## src/pkg/flash_cmd_regs.svh

```systemverilog
// Purpose: offsets, field positions, reset values and codes of the flash command block
// Assumes: 32-bit register bus, one aligned word per register
// Notes: narrow registers sit in the low bits, upper bits read zero
`ifndef FLASH_CMD_REGS_SVH
`define FLASH_CMD_REGS_SVH

// ----------------------------------------------------------------
// register byte offsets
// ----------------------------------------------------------------
`define OFS_STATUS 8'h00
`define OFS_COMMAND 8'h04
`define OFS_ADDR 8'h08
`define OFS_DATA 8'h0C
`define OFS_IRQ_STAT 8'h10
`define OFS_IRQ_MASK 8'h14

// ----------------------------------------------------------------
// status field positions and reset value
// ----------------------------------------------------------------
`define BIT_CBEF 7
`define BIT_CCF 6
`define BIT_PVIOL 5
`define BIT_ACCERR 4
`define BIT_BLANK 2
`define STATUS_RESET 8'hC0
`define COMMAND_RESET 8'h00

// ----------------------------------------------------------------
// command codes
// ----------------------------------------------------------------
`define CMD_BLANK_CHECK 8'h05
`define CMD_BYTE_PROGRAM 8'h20
`define CMD_BURST_PROGRAM 8'h25
`define CMD_PAGE_ERASE 8'h40
`define CMD_MASS_ERASE 8'h41

// ----------------------------------------------------------------
// interrupt status / mask layout
// ----------------------------------------------------------------
`define IRQ_W 3
`define IRQ_BIT_DONE 0
`define IRQ_BIT_PVIOL 1
`define IRQ_BIT_ACCERR 2
`define IRQ_MASK_RESET 3'h0

// ----------------------------------------------------------------
// bus responses
// ----------------------------------------------------------------
`define RESP_OKAY 2'h0
`define RESP_SLVERR 2'h2

`endif

```

## src/pkg/flash_cmd_pkg.sv

```systemverilog
// Purpose: shared types of the flash command block
// Assumes: constants come from flash_cmd_regs.svh
// Notes: none
package flash_cmd_pkg;

  typedef enum logic [0:0] {SEQ_IDLE, SEQ_RUN} seq_state_t;

  typedef struct packed {
    logic [7:0] code;
    logic [15:0] addr;
    logic [7:0] data;
  } cmd_item_t;

  typedef struct packed {
    logic legal;
    logic burst;
    logic prog_erase;
    logic blank;
  } cmd_class_t;

endpackage : flash_cmd_pkg

```

## src/design/flash_cmd_decode.sv

```systemverilog
// Purpose: classify a command code
// Assumes: code is stable while read
// Notes: purely combinational
`timescale 1ns/100ps
`include "flash_cmd_regs.svh"
module flash_cmd_decode
  import flash_cmd_pkg::*;
(
  input wire logic [7:0] code,
  output cmd_class_t cls
);

  always_comb
  begin
    cls = '0;
    unique case (code)
      `CMD_BLANK_CHECK:
      begin
        cls.legal = 1'b1;
        cls.blank = 1'b1;
      end
      `CMD_BYTE_PROGRAM, `CMD_PAGE_ERASE, `CMD_MASS_ERASE:
      begin
        cls.legal = 1'b1;
        cls.prog_erase = 1'b1;
      end
      `CMD_BURST_PROGRAM:
      begin
        cls.legal = 1'b1;
        cls.prog_erase = 1'b1;
        cls.burst = 1'b1;
      end
      default:
      begin
        cls = '0;
      end
    endcase
  end

endmodule : flash_cmd_decode

```

## src/design/irq_sticky.sv

```systemverilog
// Purpose: sticky event bits, read-to-clear, masked onto one level interrupt
// Assumes: set and clr are one-cycle pulses on core_clk
// Notes: a set in the clearing cycle survives
`timescale 1ns/100ps
module irq_sticky #(
  parameter int W = 3
) (
  input wire logic core_clk,
  input wire logic rst_n,
  input wire logic [W-1:0] set,
  input wire logic clr,
  input wire logic [W-1:0] mask,
  output logic [W-1:0] status,
  output logic irq
);

  logic [W-1:0] next_status;

  for (genvar i = 0; i < W; i++)
  begin : g_bit
    always_comb
    begin
      next_status[i] = set[i] | (status[i] & ~clr);
    end
    always_ff @(posedge core_clk or negedge rst_n)
    begin
      if (!rst_n)
        status[i] <= 1'b0;
      else
        status[i] <= next_status[i];
    end
  end

  assign irq = |(status & mask);

endmodule : irq_sticky

```

## src/design/flash_command_status_interface.sv

```systemverilog
// Purpose: flash command launch and status flags behind an AXI4-Lite slave
// Assumes: array, protection and divider logic run on core_clk
// Notes: one command executes, one burst program may wait behind it
`timescale 1ns/100ps
`include "flash_cmd_regs.svh"
module flash_command_status_interface
  import flash_cmd_pkg::*;
(
  input wire logic core_clk,
  input wire logic rst_n,
  input wire logic [7:0] s_axi_awaddr,
  input wire logic s_axi_awvalid,
  output logic s_axi_awready,
  input wire logic [31:0] s_axi_wdata,
  input wire logic [3:0] s_axi_wstrb,
  input wire logic s_axi_wvalid,
  output logic s_axi_wready,
  output logic [1:0] s_axi_bresp,
  output logic s_axi_bvalid,
  input wire logic s_axi_bready,
  input wire logic [7:0] s_axi_araddr,
  input wire logic s_axi_arvalid,
  output logic s_axi_arready,
  output logic [31:0] s_axi_rdata,
  output logic [1:0] s_axi_rresp,
  output logic s_axi_rvalid,
  input wire logic s_axi_rready,
  output logic irq,
  input wire logic div_ready,
  input wire logic stop_mode,
  output logic [15:0] protect_addr,
  input wire logic protect_hit,
  output logic array_start,
  output cmd_item_t array_item,
  output logic array_abort,
  input wire logic array_done,
  input wire logic array_blank
);

  // ----------------------------------------------------------------
  // bus slave state
  // ----------------------------------------------------------------
  logic aw_held;
  logic [7:0] aw_addr;
  logic w_held;
  logic [31:0] w_data;
  logic [3:0] w_strb;
  logic next_aw_held;
  logic [7:0] next_aw_addr;
  logic next_w_held;
  logic [31:0] next_w_data;
  logic [3:0] next_w_strb;
  logic next_bvalid;
  logic [1:0] next_bresp;
  logic next_rvalid;
  logic [31:0] next_rdata;
  logic [1:0] next_rresp;
  logic wr_fire;
  logic rd_fire;
  logic wr_mapped;
  logic rd_mapped;
  logic irq_rd_clr;
  logic clr_pviol;
  logic clr_accerr;

  // ----------------------------------------------------------------
  // command and status state
  // ----------------------------------------------------------------
  seq_state_t state;
  seq_state_t next_state;
  logic cbef;
  logic ccf;
  logic pviol;
  logic accerr;
  logic blank;
  logic cmd_loaded;
  logic queued;
  logic [7:0] cmd_code;
  logic [15:0] cmd_addr;
  logic [7:0] cmd_data;
  cmd_item_t queue_item;
  logic [2:0] irq_mask;
  logic next_cbef;
  logic next_ccf;
  logic next_pviol;
  logic next_accerr;
  logic next_blank;
  logic next_cmd_loaded;
  logic next_queued;
  logic [7:0] next_cmd_code;
  logic [15:0] next_cmd_addr;
  logic [7:0] next_cmd_data;
  cmd_item_t next_queue_item;
  cmd_item_t next_array_item;
  logic next_array_start;
  logic next_array_abort;
  logic [2:0] next_irq_mask;
  logic [2:0] irq_set;
  logic [2:0] irq_status;
  logic [7:0] status_rd;
  cmd_class_t new_cls;
  cmd_class_t cur_cls;

  assign s_axi_awready = !aw_held && !s_axi_bvalid;
  assign s_axi_wready = !w_held && !s_axi_bvalid;
  assign s_axi_arready = !s_axi_rvalid;
  assign wr_fire = aw_held && w_held && !s_axi_bvalid;
  assign rd_fire = s_axi_arvalid && s_axi_arready;
  assign irq_rd_clr = rd_fire && (s_axi_araddr == `OFS_IRQ_STAT);
  assign clr_pviol = wr_fire && w_strb[0] && aw_addr == `OFS_STATUS && w_data[`BIT_PVIOL];
  assign clr_accerr = wr_fire && w_strb[0] && aw_addr == `OFS_STATUS && w_data[`BIT_ACCERR];
  assign protect_addr = cmd_addr;
  // unused bit positions are constant zero
  assign status_rd = {cbef, ccf, pviol, accerr, 1'b0, blank, 2'b00};

  flash_cmd_decode u_new_decode (
    .code(cmd_code),
    .cls(new_cls)
  );

  flash_cmd_decode u_cur_decode (
    .code(array_item.code),
    .cls(cur_cls)
  );

  irq_sticky #(
    .W(`IRQ_W)
  ) u_irq (
    .core_clk(core_clk),
    .rst_n(rst_n),
    .set(irq_set),
    .clr(irq_rd_clr),
    .mask(irq_mask),
    .status(irq_status),
    .irq(irq)
  );

  // ----------------------------------------------------------------
  // bus handshakes and read data
  // ----------------------------------------------------------------
  always_comb
  begin
    next_aw_held = aw_held;
    next_aw_addr = aw_addr;
    next_w_held = w_held;
    next_w_data = w_data;
    next_w_strb = w_strb;
    next_bvalid = s_axi_bvalid;
    next_bresp = s_axi_bresp;
    next_rvalid = s_axi_rvalid;
    next_rdata = s_axi_rdata;
    next_rresp = s_axi_rresp;
    wr_mapped = aw_addr == `OFS_STATUS || aw_addr == `OFS_COMMAND ||
      aw_addr == `OFS_ADDR || aw_addr == `OFS_DATA ||
      aw_addr == `OFS_IRQ_STAT || aw_addr == `OFS_IRQ_MASK;
    rd_mapped = 1'b1;
    if (s_axi_bvalid && s_axi_bready)
      next_bvalid = 1'b0;
    if (s_axi_rvalid && s_axi_rready)
      next_rvalid = 1'b0;
    if (s_axi_awvalid && s_axi_awready)
    begin
      next_aw_held = 1'b1;
      next_aw_addr = s_axi_awaddr;
    end
    if (s_axi_wvalid && s_axi_wready)
    begin
      next_w_held = 1'b1;
      next_w_data = s_axi_wdata;
      next_w_strb = s_axi_wstrb;
    end
    if (wr_fire)
    begin
      next_aw_held = 1'b0;
      next_w_held = 1'b0;
      next_bvalid = 1'b1;
      next_bresp = wr_mapped ? `RESP_OKAY : `RESP_SLVERR;
    end
    if (rd_fire)
    begin
      next_rvalid = 1'b1;
      next_rdata = 32'h0000_0000;
      unique case (s_axi_araddr)
        `OFS_STATUS: next_rdata[7:0] = status_rd;
        `OFS_ADDR: next_rdata[15:0] = cmd_addr;
        `OFS_DATA: next_rdata[7:0] = cmd_data;
        `OFS_IRQ_STAT: next_rdata[2:0] = irq_status;
        `OFS_IRQ_MASK: next_rdata[2:0] = irq_mask;
        `OFS_COMMAND: next_rdata[7:0] = 8'h00;
        default: rd_mapped = 1'b0;
      endcase
      next_rresp = rd_mapped ? `RESP_OKAY : `RESP_SLVERR;
    end
  end

  always_ff @(posedge core_clk or negedge rst_n)
  begin
    if (!rst_n)
    begin
      aw_held <= 1'b0;
      aw_addr <= 8'h00;
      w_held <= 1'b0;
      w_data <= 32'h0000_0000;
      w_strb <= 4'h0;
      s_axi_bvalid <= 1'b0;
      s_axi_bresp <= `RESP_OKAY;
      s_axi_rvalid <= 1'b0;
      s_axi_rdata <= 32'h0000_0000;
      s_axi_rresp <= `RESP_OKAY;
    end
    else
    begin
      aw_held <= next_aw_held;
      aw_addr <= next_aw_addr;
      w_held <= next_w_held;
      w_data <= next_w_data;
      w_strb <= next_w_strb;
      s_axi_bvalid <= next_bvalid;
      s_axi_bresp <= next_bresp;
      s_axi_rvalid <= next_rvalid;
      s_axi_rdata <= next_rdata;
      s_axi_rresp <= next_rresp;
    end
  end

  // ----------------------------------------------------------------
  // command sequencer and status flags
  // ----------------------------------------------------------------
  // hardware sets are applied after software clears so a set always wins
  always_comb
  begin
    next_state = state;
    next_cbef = cbef;
    next_pviol = pviol;
    next_accerr = accerr;
    next_blank = blank;
    next_cmd_loaded = cmd_loaded;
    next_queued = queued;
    next_cmd_code = cmd_code;
    next_cmd_addr = cmd_addr;
    next_cmd_data = cmd_data;
    next_queue_item = queue_item;
    next_array_item = array_item;
    next_array_start = 1'b0;
    next_array_abort = 1'b0;
    next_irq_mask = irq_mask;
    irq_set = '0;
    // finished command: queued burst moves in, otherwise go idle
    if (state == SEQ_RUN && array_done)
    begin
      if (cur_cls.blank && array_blank)
        next_blank = 1'b1;
      next_state = SEQ_IDLE;
    end
    // register writes; writes to complete and blank bits have no effect
    if (wr_fire && w_strb[0])
    begin
      unique case (aw_addr)
        `OFS_STATUS:
        begin
          if (w_data[`BIT_PVIOL])
            next_pviol = 1'b0;
          if (w_data[`BIT_ACCERR])
            next_accerr = 1'b0;
          if (w_data[`BIT_CBEF] && cbef)
          begin
            next_cmd_loaded = 1'b0;
            if (!cmd_loaded || !new_cls.legal)
              next_accerr = 1'b1;
            else if (new_cls.prog_erase && !div_ready)
              next_accerr = 1'b1;
            else if (state == SEQ_RUN && !(new_cls.burst && cur_cls.burst))
              next_accerr = 1'b1;
            else if (new_cls.prog_erase && protect_hit)
              next_pviol = 1'b1;
            else
            begin
              next_cbef = 1'b0;
              next_blank = 1'b0;
              next_queued = 1'b1;
              next_queue_item = '{code: cmd_code, addr: cmd_addr, data: cmd_data};
            end
          end
        end
        `OFS_COMMAND:
        begin
          if (cbef)
          begin
            next_cmd_code = w_data[7:0];
            next_cmd_loaded = 1'b1;
          end
          else
            next_accerr = 1'b1;
        end
        `OFS_ADDR:
        begin
          next_cmd_addr[7:0] = w_data[7:0];
          if (w_strb[1])
            next_cmd_addr[15:8] = w_data[15:8];
        end
        `OFS_DATA: next_cmd_data = w_data[7:0];
        `OFS_IRQ_MASK: next_irq_mask = w_data[2:0];
        default: next_irq_mask = irq_mask;
      endcase
    end
    // move the buffered command into the array; buffer is empty again
    if (queued && (state == SEQ_IDLE || array_done))
    begin
      next_array_item = queue_item;
      next_array_start = 1'b1;
      next_state = SEQ_RUN;
      next_queued = 1'b0;
      next_cbef = 1'b1;
    end
    // stop mode kills the running and the buffered command
    if (stop_mode && (state == SEQ_RUN || queued))
    begin
      next_accerr = 1'b1;
      next_array_abort = state == SEQ_RUN;
      next_array_start = 1'b0;
      next_state = SEQ_IDLE;
      next_queued = 1'b0;
      next_cbef = 1'b1;
    end
    next_ccf = next_cbef && !next_queued && next_state == SEQ_IDLE;
    irq_set[`IRQ_BIT_DONE] = next_ccf && !ccf;
    // an error that recurs while software clears its flag is still a new event
    irq_set[`IRQ_BIT_PVIOL] = next_pviol && !(pviol && !clr_pviol);
    irq_set[`IRQ_BIT_ACCERR] = next_accerr && !(accerr && !clr_accerr);
  end

  always_ff @(posedge core_clk or negedge rst_n)
  begin
    if (!rst_n)
    begin
      state <= SEQ_IDLE;
      cbef <= 1'b1;
      ccf <= 1'b1;
      pviol <= 1'b0;
      accerr <= 1'b0;
      blank <= 1'b0;
      cmd_loaded <= 1'b0;
      queued <= 1'b0;
      cmd_code <= `COMMAND_RESET;
      cmd_addr <= 16'h0000;
      cmd_data <= 8'h00;
      queue_item <= '0;
      array_item <= '0;
      array_start <= 1'b0;
      array_abort <= 1'b0;
      irq_mask <= `IRQ_MASK_RESET;
    end
    else
    begin
      state <= next_state;
      cbef <= next_cbef;
      ccf <= next_ccf;
      pviol <= next_pviol;
      accerr <= next_accerr;
      blank <= next_blank;
      cmd_loaded <= next_cmd_loaded;
      queued <= next_queued;
      cmd_code <= next_cmd_code;
      cmd_addr <= next_cmd_addr;
      cmd_data <= next_cmd_data;
      queue_item <= next_queue_item;
      array_item <= next_array_item;
      array_start <= next_array_start;
      array_abort <= next_array_abort;
      irq_mask <= next_irq_mask;
    end
  end

endmodule : flash_command_status_interface

```

## config.mk

```make
export PLATFORM = sky130hd
export DESIGN_NAME = flash_command_status_interface
export DESIGN_NICKNAME = d
export VERILOG_FILES = /design/src/pkg/flash_cmd_pkg.sv /design/src/design/flash_cmd_decode.sv /design/src/design/irq_sticky.sv /design/src/design/flash_command_status_interface.sv
export VERILOG_INCLUDE_DIRS = /design/src /design/src/pkg
export SDC_FILE = /design/constraint.sdc
export NUM_CORES = 1
export LEC_CHECK = 0
export ABC_AREA = 0
export BUFFER_PORTS_ARGS = -buffer_cell sky130_fd_sc_hd__clkbuf_2
export CAP_MARGIN = 40
export CORE_UTILIZATION = 38
export DETAILED_ROUTE_END_ITERATION = 8
export PLACE_DENSITY = 0.71
export SYNTH_ARGS = -nofsm -noshare
export SYNTH_HDL_FRONTEND = slang
export SYNTH_SLANG_ARGS = --single-unit
```

## constraint.sdc

```tcl
create_clock -name core_clk -period 4.3 [get_ports core_clk]
set_clock_uncertainty 0.1 [all_clocks]
set_input_delay 1.075 -clock core_clk [delete_from_list [all_inputs] [get_ports core_clk]]
set_output_delay 1.075 -clock core_clk [all_outputs]
set_load 0.1 [all_outputs]
```

==> results of run 1 <==
-- path summary, 6_finish.rpt --
check	endpoint	start	depth (start not counted)	slack [ps]
worst max-delay path	irq	u_irq.status[2]$_DFF_PN0_	3	1310
worst min-delay path	queue_item[17]$_DFFE_PN0P_	queue_item[17]$_DFFE_PN0P_	1	380
worst max register to register	queue_item[22]$_DFFE_PN0P_	array_item[28]$_DFFE_PN0P_	5	1560
worst min register to register	queue_item[17]$_DFFE_PN0P_	queue_item[17]$_DFFE_PN0P_	1	380
max in group asynchronous	cbef$_DFF_PN1_	rst_n	2	2650
min in group asynchronous	array_item[16]$_DFFE_PN0P_	rst_n	1	590
-- flip-flops by register name (all words and copies together), names as in the netlist, 2 cells and up --
register / cells
u_irq.status: 3
irq_mask: 3
w_data: 16
w_strb: 2
array_item: 32
s_axi_rdata: 16
queue_item: 32
cmd_data: 8
protect_addr: 16
cmd_code: 8
aw_addr: 8
-- metrics by stage --
step	setup WS [ps]	instance area, sq um
detailed placement	971.8	7417
floorplan	567.4	6711
finish	1306	7965
global placement	1049	7402
global route	1215	7965
CTS	1311	7965
-- metal layers --
| layer | vias to the layer above | routed length (microns) | track usage [%] |
|---|---|---|---|
| met5 | - | 0 | 0 |
| met2 | 130 | 6740 | 25.91 |
| met1 | 2182 | 6563 | 23.65 |
| li1 | 1900 | - | - |
| met4 | 0 | 228 | 5.493 |
| met3 | 16 | 808 | 4.875 |
-- cells in the final DEF (no fill, tap or decap), types with 3 or more instances in the layout --
master	Yosys	routed
a21o_1	3	3
o22ai_1	4	4
mux2_4	8	8
inv_1	12	12
a22o_1	17	17
clkbuf_2	0	118
nor4_1	4	4
nor3_1	3	3
and2_1	9	9
nor2_1	6	6
mux2i_1	10	10
clkinv_4	0	3
dfrtp_1	158	158
inv_6	0	4
clkinvlp_4	0	5
mux2_2	89	89
clkbuf_16	0	17
mux2_1	24	24
nand2_1	9	9
a21oi_1	6	6
nand3_1	8	8
conb_1	1	18
nor3b_1	3	3
nand2b_1	6	6
o21ai_0	9	9
-- report_power, final --
group          leakage, uW  total, uW  internal, uW  switching, uW
sequential         0.00213       1910          1690            223
combinational      0.00169        804           265            539
clock             0.000256       1390           759            626
total              0.00408       4100          2710           1390
-- logic make-up after synthesis --
family,after synthesis,synth area share (%)
other,1,0.05641
buffers and inverters,47,4.009
AO/OA/AOI/OAI,52,5.722
flip-flops,160,60.27
AND/OR/NAND/NOR,74,7.491
multiplexers,131,22.45
-- worst max-delay path, stage by stage (launching register included) --
cell	delay (ps)
dfrtp_1	410
a222oi_1	510
inv_1	90
clkbuf_2	380
-- area by class of cell --
| type | count | area (sq um) |
|---|---|---|
| clock buffers | 18 | 439.2 |
| clock inverters | 14 | 108.9 |
| fillers | 1536 | 8853 |
| inverters | 12 | 45.04 |
| multi-input cells | 275 | 2439 |
| flip-flops and latches | 160 | 4006 |
| well taps | 220 | 275.3 |
| repair buffers | 123 | 651.9 |
-- cell usage after synthesis, types with 8 or more instances --
cell type / count / area (sq um)
a22o_1: 17 / 148.9
inv_1: 12 / 45.04
nand2_1: 9 / 33.78
mux2_4: 8 / 120.1
mux2_1: 24 / 270.3
buf_4: 19 / 142.6
o21ai_0: 9 / 45.04
clkbuf_1: 8 / 30.03
mux2i_1: 10 / 100.1
dfrtp_1: 158 / 3954
mux2_2: 89 / 1002
and2_1: 9 / 56.30
nand3_1: 8 / 40.04
==> metrics.csv, run 1 <==
stage,metric,value,unit
global_routing,overflow,0,
worst_setup_path,endpoint_kind,output pin,
floorplan,die_y,134.3,microns
global_routing,grt.total_usage,17.10,%
cts,clk_latency,420,ps
place,io_buffers,119,
cts,clock_sinks,160,
routing,drtAntennaViolNets,0,
cts,cts.clk_slew.worst_paths,60,ps
sta,setup_viol,0,
final_layout,area_delta_synth_final,19.82,%
global_routing,grt_pass1_vias,4286,
worst_setup_path,cp_data_arrival_time,1820,ps
hold_path,hp-class,flip-flop to flip-flop,
final_layout,finalNetCount,653,
power_and_ir_drop,irDropWorstVdd,370.8,uV
floorplan,core,16820,sq um
cts,h-tree-depth,4,
power_and_ir_drop,leakagePower,0.004083,uW
place,dpl.cell_count,790,
routing,firstDrtPassIters,4,
routing,drt-initial-drc-count,222,
floorplan,die_area,18030,sq um
floorplan,rows,47,
worst_setup_path,crit_required,3120,ps
routing,routed_wl,14340,microns
yosys,yosysWarnings,0,
routing,drc,0,
worst_setup_path,path_max_fanout,3,
floorplan,die_w,134.3,microns
power_and_ir_drop,p_total,4102,uW
job,cap_violations,0,
sta,final_hold_viol_count,0,
power_and_ir_drop,power_density,515.0,nW/um^2
sta,tightestPinTransition,909.5,ps
sta,finalCritPeriodShare,69.63,%
routing,wl_per_cell,17.45,microns
yosys,ys_async_sr_fraction,100.0,%
cts,root_buffer,clkbuf_16,
yosys,synth_area,6648,sq um
floorplan,boundaryPins,156,
worst_setup_path,critPathLaunchType,flip-flop,
sta,min_period,2994,ps
routing,vias_per_cell,5.144,
global_routing,grt_pass1_wl,23200,microns
yosys,yosysSeqAreaShare,60.27,%
routing,dr_total_vias,4228,
final_layout,drive_gt1_share,44.35,%
yosys,yosysUniqueCellTypes,54,
global_routing,grt_start_max_net_pins,92,
worst_setup_path,criticalPathCategory,flip-flop to output pin,
global_routing,antenna_found_initial,0,
sta,rsz0062_at_grt,no,
sta,slew_headroom,39.37,%
floorplan,start_util,39.53,%
sta,hold_ws,384.1,ps
cts,clk_path_buf_depth,2,
place,place_congestion,0.7953,
sta,max_freq,334.0,MHz
yosys,ys_ff_latch,160,
place,hpwl,10410,microns
yosys,synthFlopType,dfrtp_1,
final_layout,final_util,47.36,%
sta,fin_tns_setup,0,ps
sta,maxSlewViolCount,0,
cts,tritoncts,built,
outcome,status,"complete, no violations",
final_layout,finalNonFillerCells,822,
cts,cts_inserted_buffers,17,
cts,ctsHoldBuffers,0,
yosys,synthCells,465,
final_layout,diodes,0,
cts,cts-resized-gates,0,
yosys,postSynthAreaPerCell,14.30,sq um
yosys,synth-edff-count,0,
cts,postCtsSetupBuffers,0,
Power figures use the tool's default switching activity.
==> run 2: changes to the inputs <==
==> constraint.sdc (replaced) <==
create_clock -name core_clk -period 3.1 [get_ports core_clk]
set_clock_uncertainty 0.1 [all_clocks]
set_input_delay 0.775 -clock core_clk [delete_from_list [all_inputs] [get_ports core_clk]]
set_output_delay 0.775 -clock core_clk [all_outputs]
set_load 0.1 [all_outputs]
==> metrics.csv, run 2 (synthesis results as in run 1) <==
stage,metric,value,unit
outcome,status,"complete, no violations",
floorplan,die_y,134.3,microns
routing,routed_wl,14900,microns
final_layout,mostFrequentLayoutCell,dfrtp_1,
routing,drc,0,
routing,firstDrtPassIters,5,
power_and_ir_drop,irDropWorstVdd,448.1,uV
global_routing,grt.total_usage,17.62,%
sta,min_period,2629,ps
power_and_ir_drop,p_total,5960,uW
worst_setup_path,critPathLaunchType,flip-flop,
power_and_ir_drop,leakagePower,0.004143,uW
floorplan,die_area,18030,sq um
final_layout,most-common-layout-cells,"158 x dfrtp_1, 118 x clkbuf_2, 89 x mux2_2",
worst_setup_path,cp_data_arrival_time,1750,ps
cts,cts_inserted_buffers,17,
final_layout,largestRegisters,"array_item (32), queue_item (32)",
cts,clk_path_buf_depth,2,
floorplan,core,16820,sq um
global_routing,overflow,0,
cts,cts.clk_slew.worst_paths,60,ps
worst_setup_path,slowest_delay,470,ps
global_routing,grt_pass1_wl,23880,microns
final_layout,drive_gt1_share,44.63,%
worst_setup_path,crit_family,compound AO/OA/AOI/OAI gates,
cts,root_buffer,clkbuf_16,
worst_setup_path,reg2reg_slack,500,ps
power_and_ir_drop,power_density,738.9,nW/um^2
final_layout,area_delta_synth_final,21.34,%
global_routing,grt_pass1_vias,4428,
routing,wl_per_cell,18.06,microns
routing,drt-initial-drc-count,198,
hold_path,hp-class,primary input to asynchronous set/reset pin,
worst_setup_path,crit_buf_inv,2,
routing,drtAntennaViolNets,0,
worst_setup_path,endpoint_kind,output pin,
cts,ctsHoldBuffers,0,
cts,postCtsSetupBuffers,0,
worst_setup_path,path_max_fanout,3,
final_layout,finalNetCount,658,
routing,vias_per_cell,5.058,
worst_setup_path,crit_required,2220,ps
sta,setup_viol,0,
final_layout,fin_area,8066,sq um
cts,clock_sinks,160,
worst_setup_path,criticalPathCategory,flip-flop to output pin,
floorplan,rows,47,
place,hpwl,10720,microns
sta,finalCritPeriodShare,84.82,%
place,place_congestion,0.8157,
sta,maxSlewViolCount,0,
floorplan,boundaryPins,156,
place,io_buffers,119,
sta,final_hold_viol_count,0,
routing,dr_total_vias,4173,
cts,h-tree-depth,4,
sta,tightestPinTransition,764.0,ps
sta,slew_headroom,48.84,%
job,cap_violations,0,
final_layout,diodes,0,
worst_setup_path,reg2reg_to,cmd_data[1]$_DFFE_PN0P_,
cts,tritoncts,built,
worst_setup_path,slowest_stage,a222oi_1,
worst_setup_path,crit_chain,a222oi_1 > inv_1 > clkbuf_2,
sta,fin_tns_setup,0,ps
sta,rsz0062_at_grt,no,
global_routing,antenna_found_initial,0,
worst_setup_path,rr_startpoint,aw_addr[0]$_DFFE_PN0P_,
global_routing,grt_start_max_net_pins,62,
floorplan,die_w,134.3,microns
cts,clk_latency,430,ps
cts,cts-resized-gates,0,
worst_setup_path,reg2regPathDepth,5,
place,place_area,7457,sq um
floorplan,start_util,39.53,%
final_layout,n_fill_cell,1486,
sta,max_freq,380.3,MHz
==> run 2: cell count changes in the layout (fill, tap and decap cells not counted), sizes merged <==
cell | previous run | this run
buf | 5 | 10
clkinvlp | 5 | 2
inv | 16 | 12
clkbuf | 136 | 138
bufinv | 0 | 4
clkinv | 5 | 4
==> run 2: worst register-to-register path, delay by kind of cell, from the launching register on <==
| kind | cells | cell delay [ps] |
|---|---|---|
| DFF | 1 | 370 |
| muxes | 1 | 420 |
| and+or+nand+nor | 4 | 1600 |
==> run 2: metrics by stage <==
stage          std cells  hold WS (ps)  util (%)  setup WS (ps)
3_3_place_gp         795         363.2     44.34          386.8
5_1_grt              825         254.3     47.96          335.2
2_1_floorplan        482         339.0         -          174.5
6_report             825         219.2     47.96          470.6
3_5_place_dp         795         376.0     44.34          289.2
4_1_cts              825         229.9     47.96          414.2
==> run 2: cell type report <==
class	count	area, sq um	share of cell area [%]
repair buffers	128	681.9	8.454
well taps	220	275.3	3.412
flip-flops and latches	160	4006	49.67
inverters	12	45.04	0.5584
clock buffers	20	446.7	5.537
multi-input cells	275	2449	30.36
clock inverters	10	162.7	2.016
==> run 2: layer usage <==
metal / wire length [microns] / global-route usage (%) / up-vias / share of wire, %
li1: - / - / 1911 / -
met1: 6584 / 22.53 / 2140 / 44
met2: 7400 / 29.04 / 103 / 50
met3: 689 / 4.497 / 19 / 4.6
met4: 225 / 6.117 / 0 / 1.5
met5: 0 / 0 / - / 0
==> run 2: worst max path at each step <==
stage / startpoint / depth (start not counted) / end / slack (ps)
floorplan: s_axi_bvalid$_DFFE_PN0P_ / 5 / w_data[10]$_DFFE_PN0P_ / 170
global placement: div_ready / 7 / queue_item[14]$_DFFE_PN0P_ / 390
detailed placement: div_ready / 7 / queue_item[20]$_DFFE_PN0P_ / 290
CTS: u_irq.status[2]$_DFF_PN0_ / 3 / irq / 410
global route: array_item[28]$_DFFE_PN0P_ / 6 / queue_item[6]$_DFFE_PN0P_ / 340
finish: u_irq.status[2]$_DFF_PN0_ / 3 / irq / 470
==> run 2: power by group <==
part / internal [uW] / switching (uW) / leakage [uW] / total [uW]
clock network: 1360 / 805 / 0.000292 / 2160
logic: 378 / 751 / 0.00172 / 1130
registers: 2350 / 321 / 0.00213 / 2670
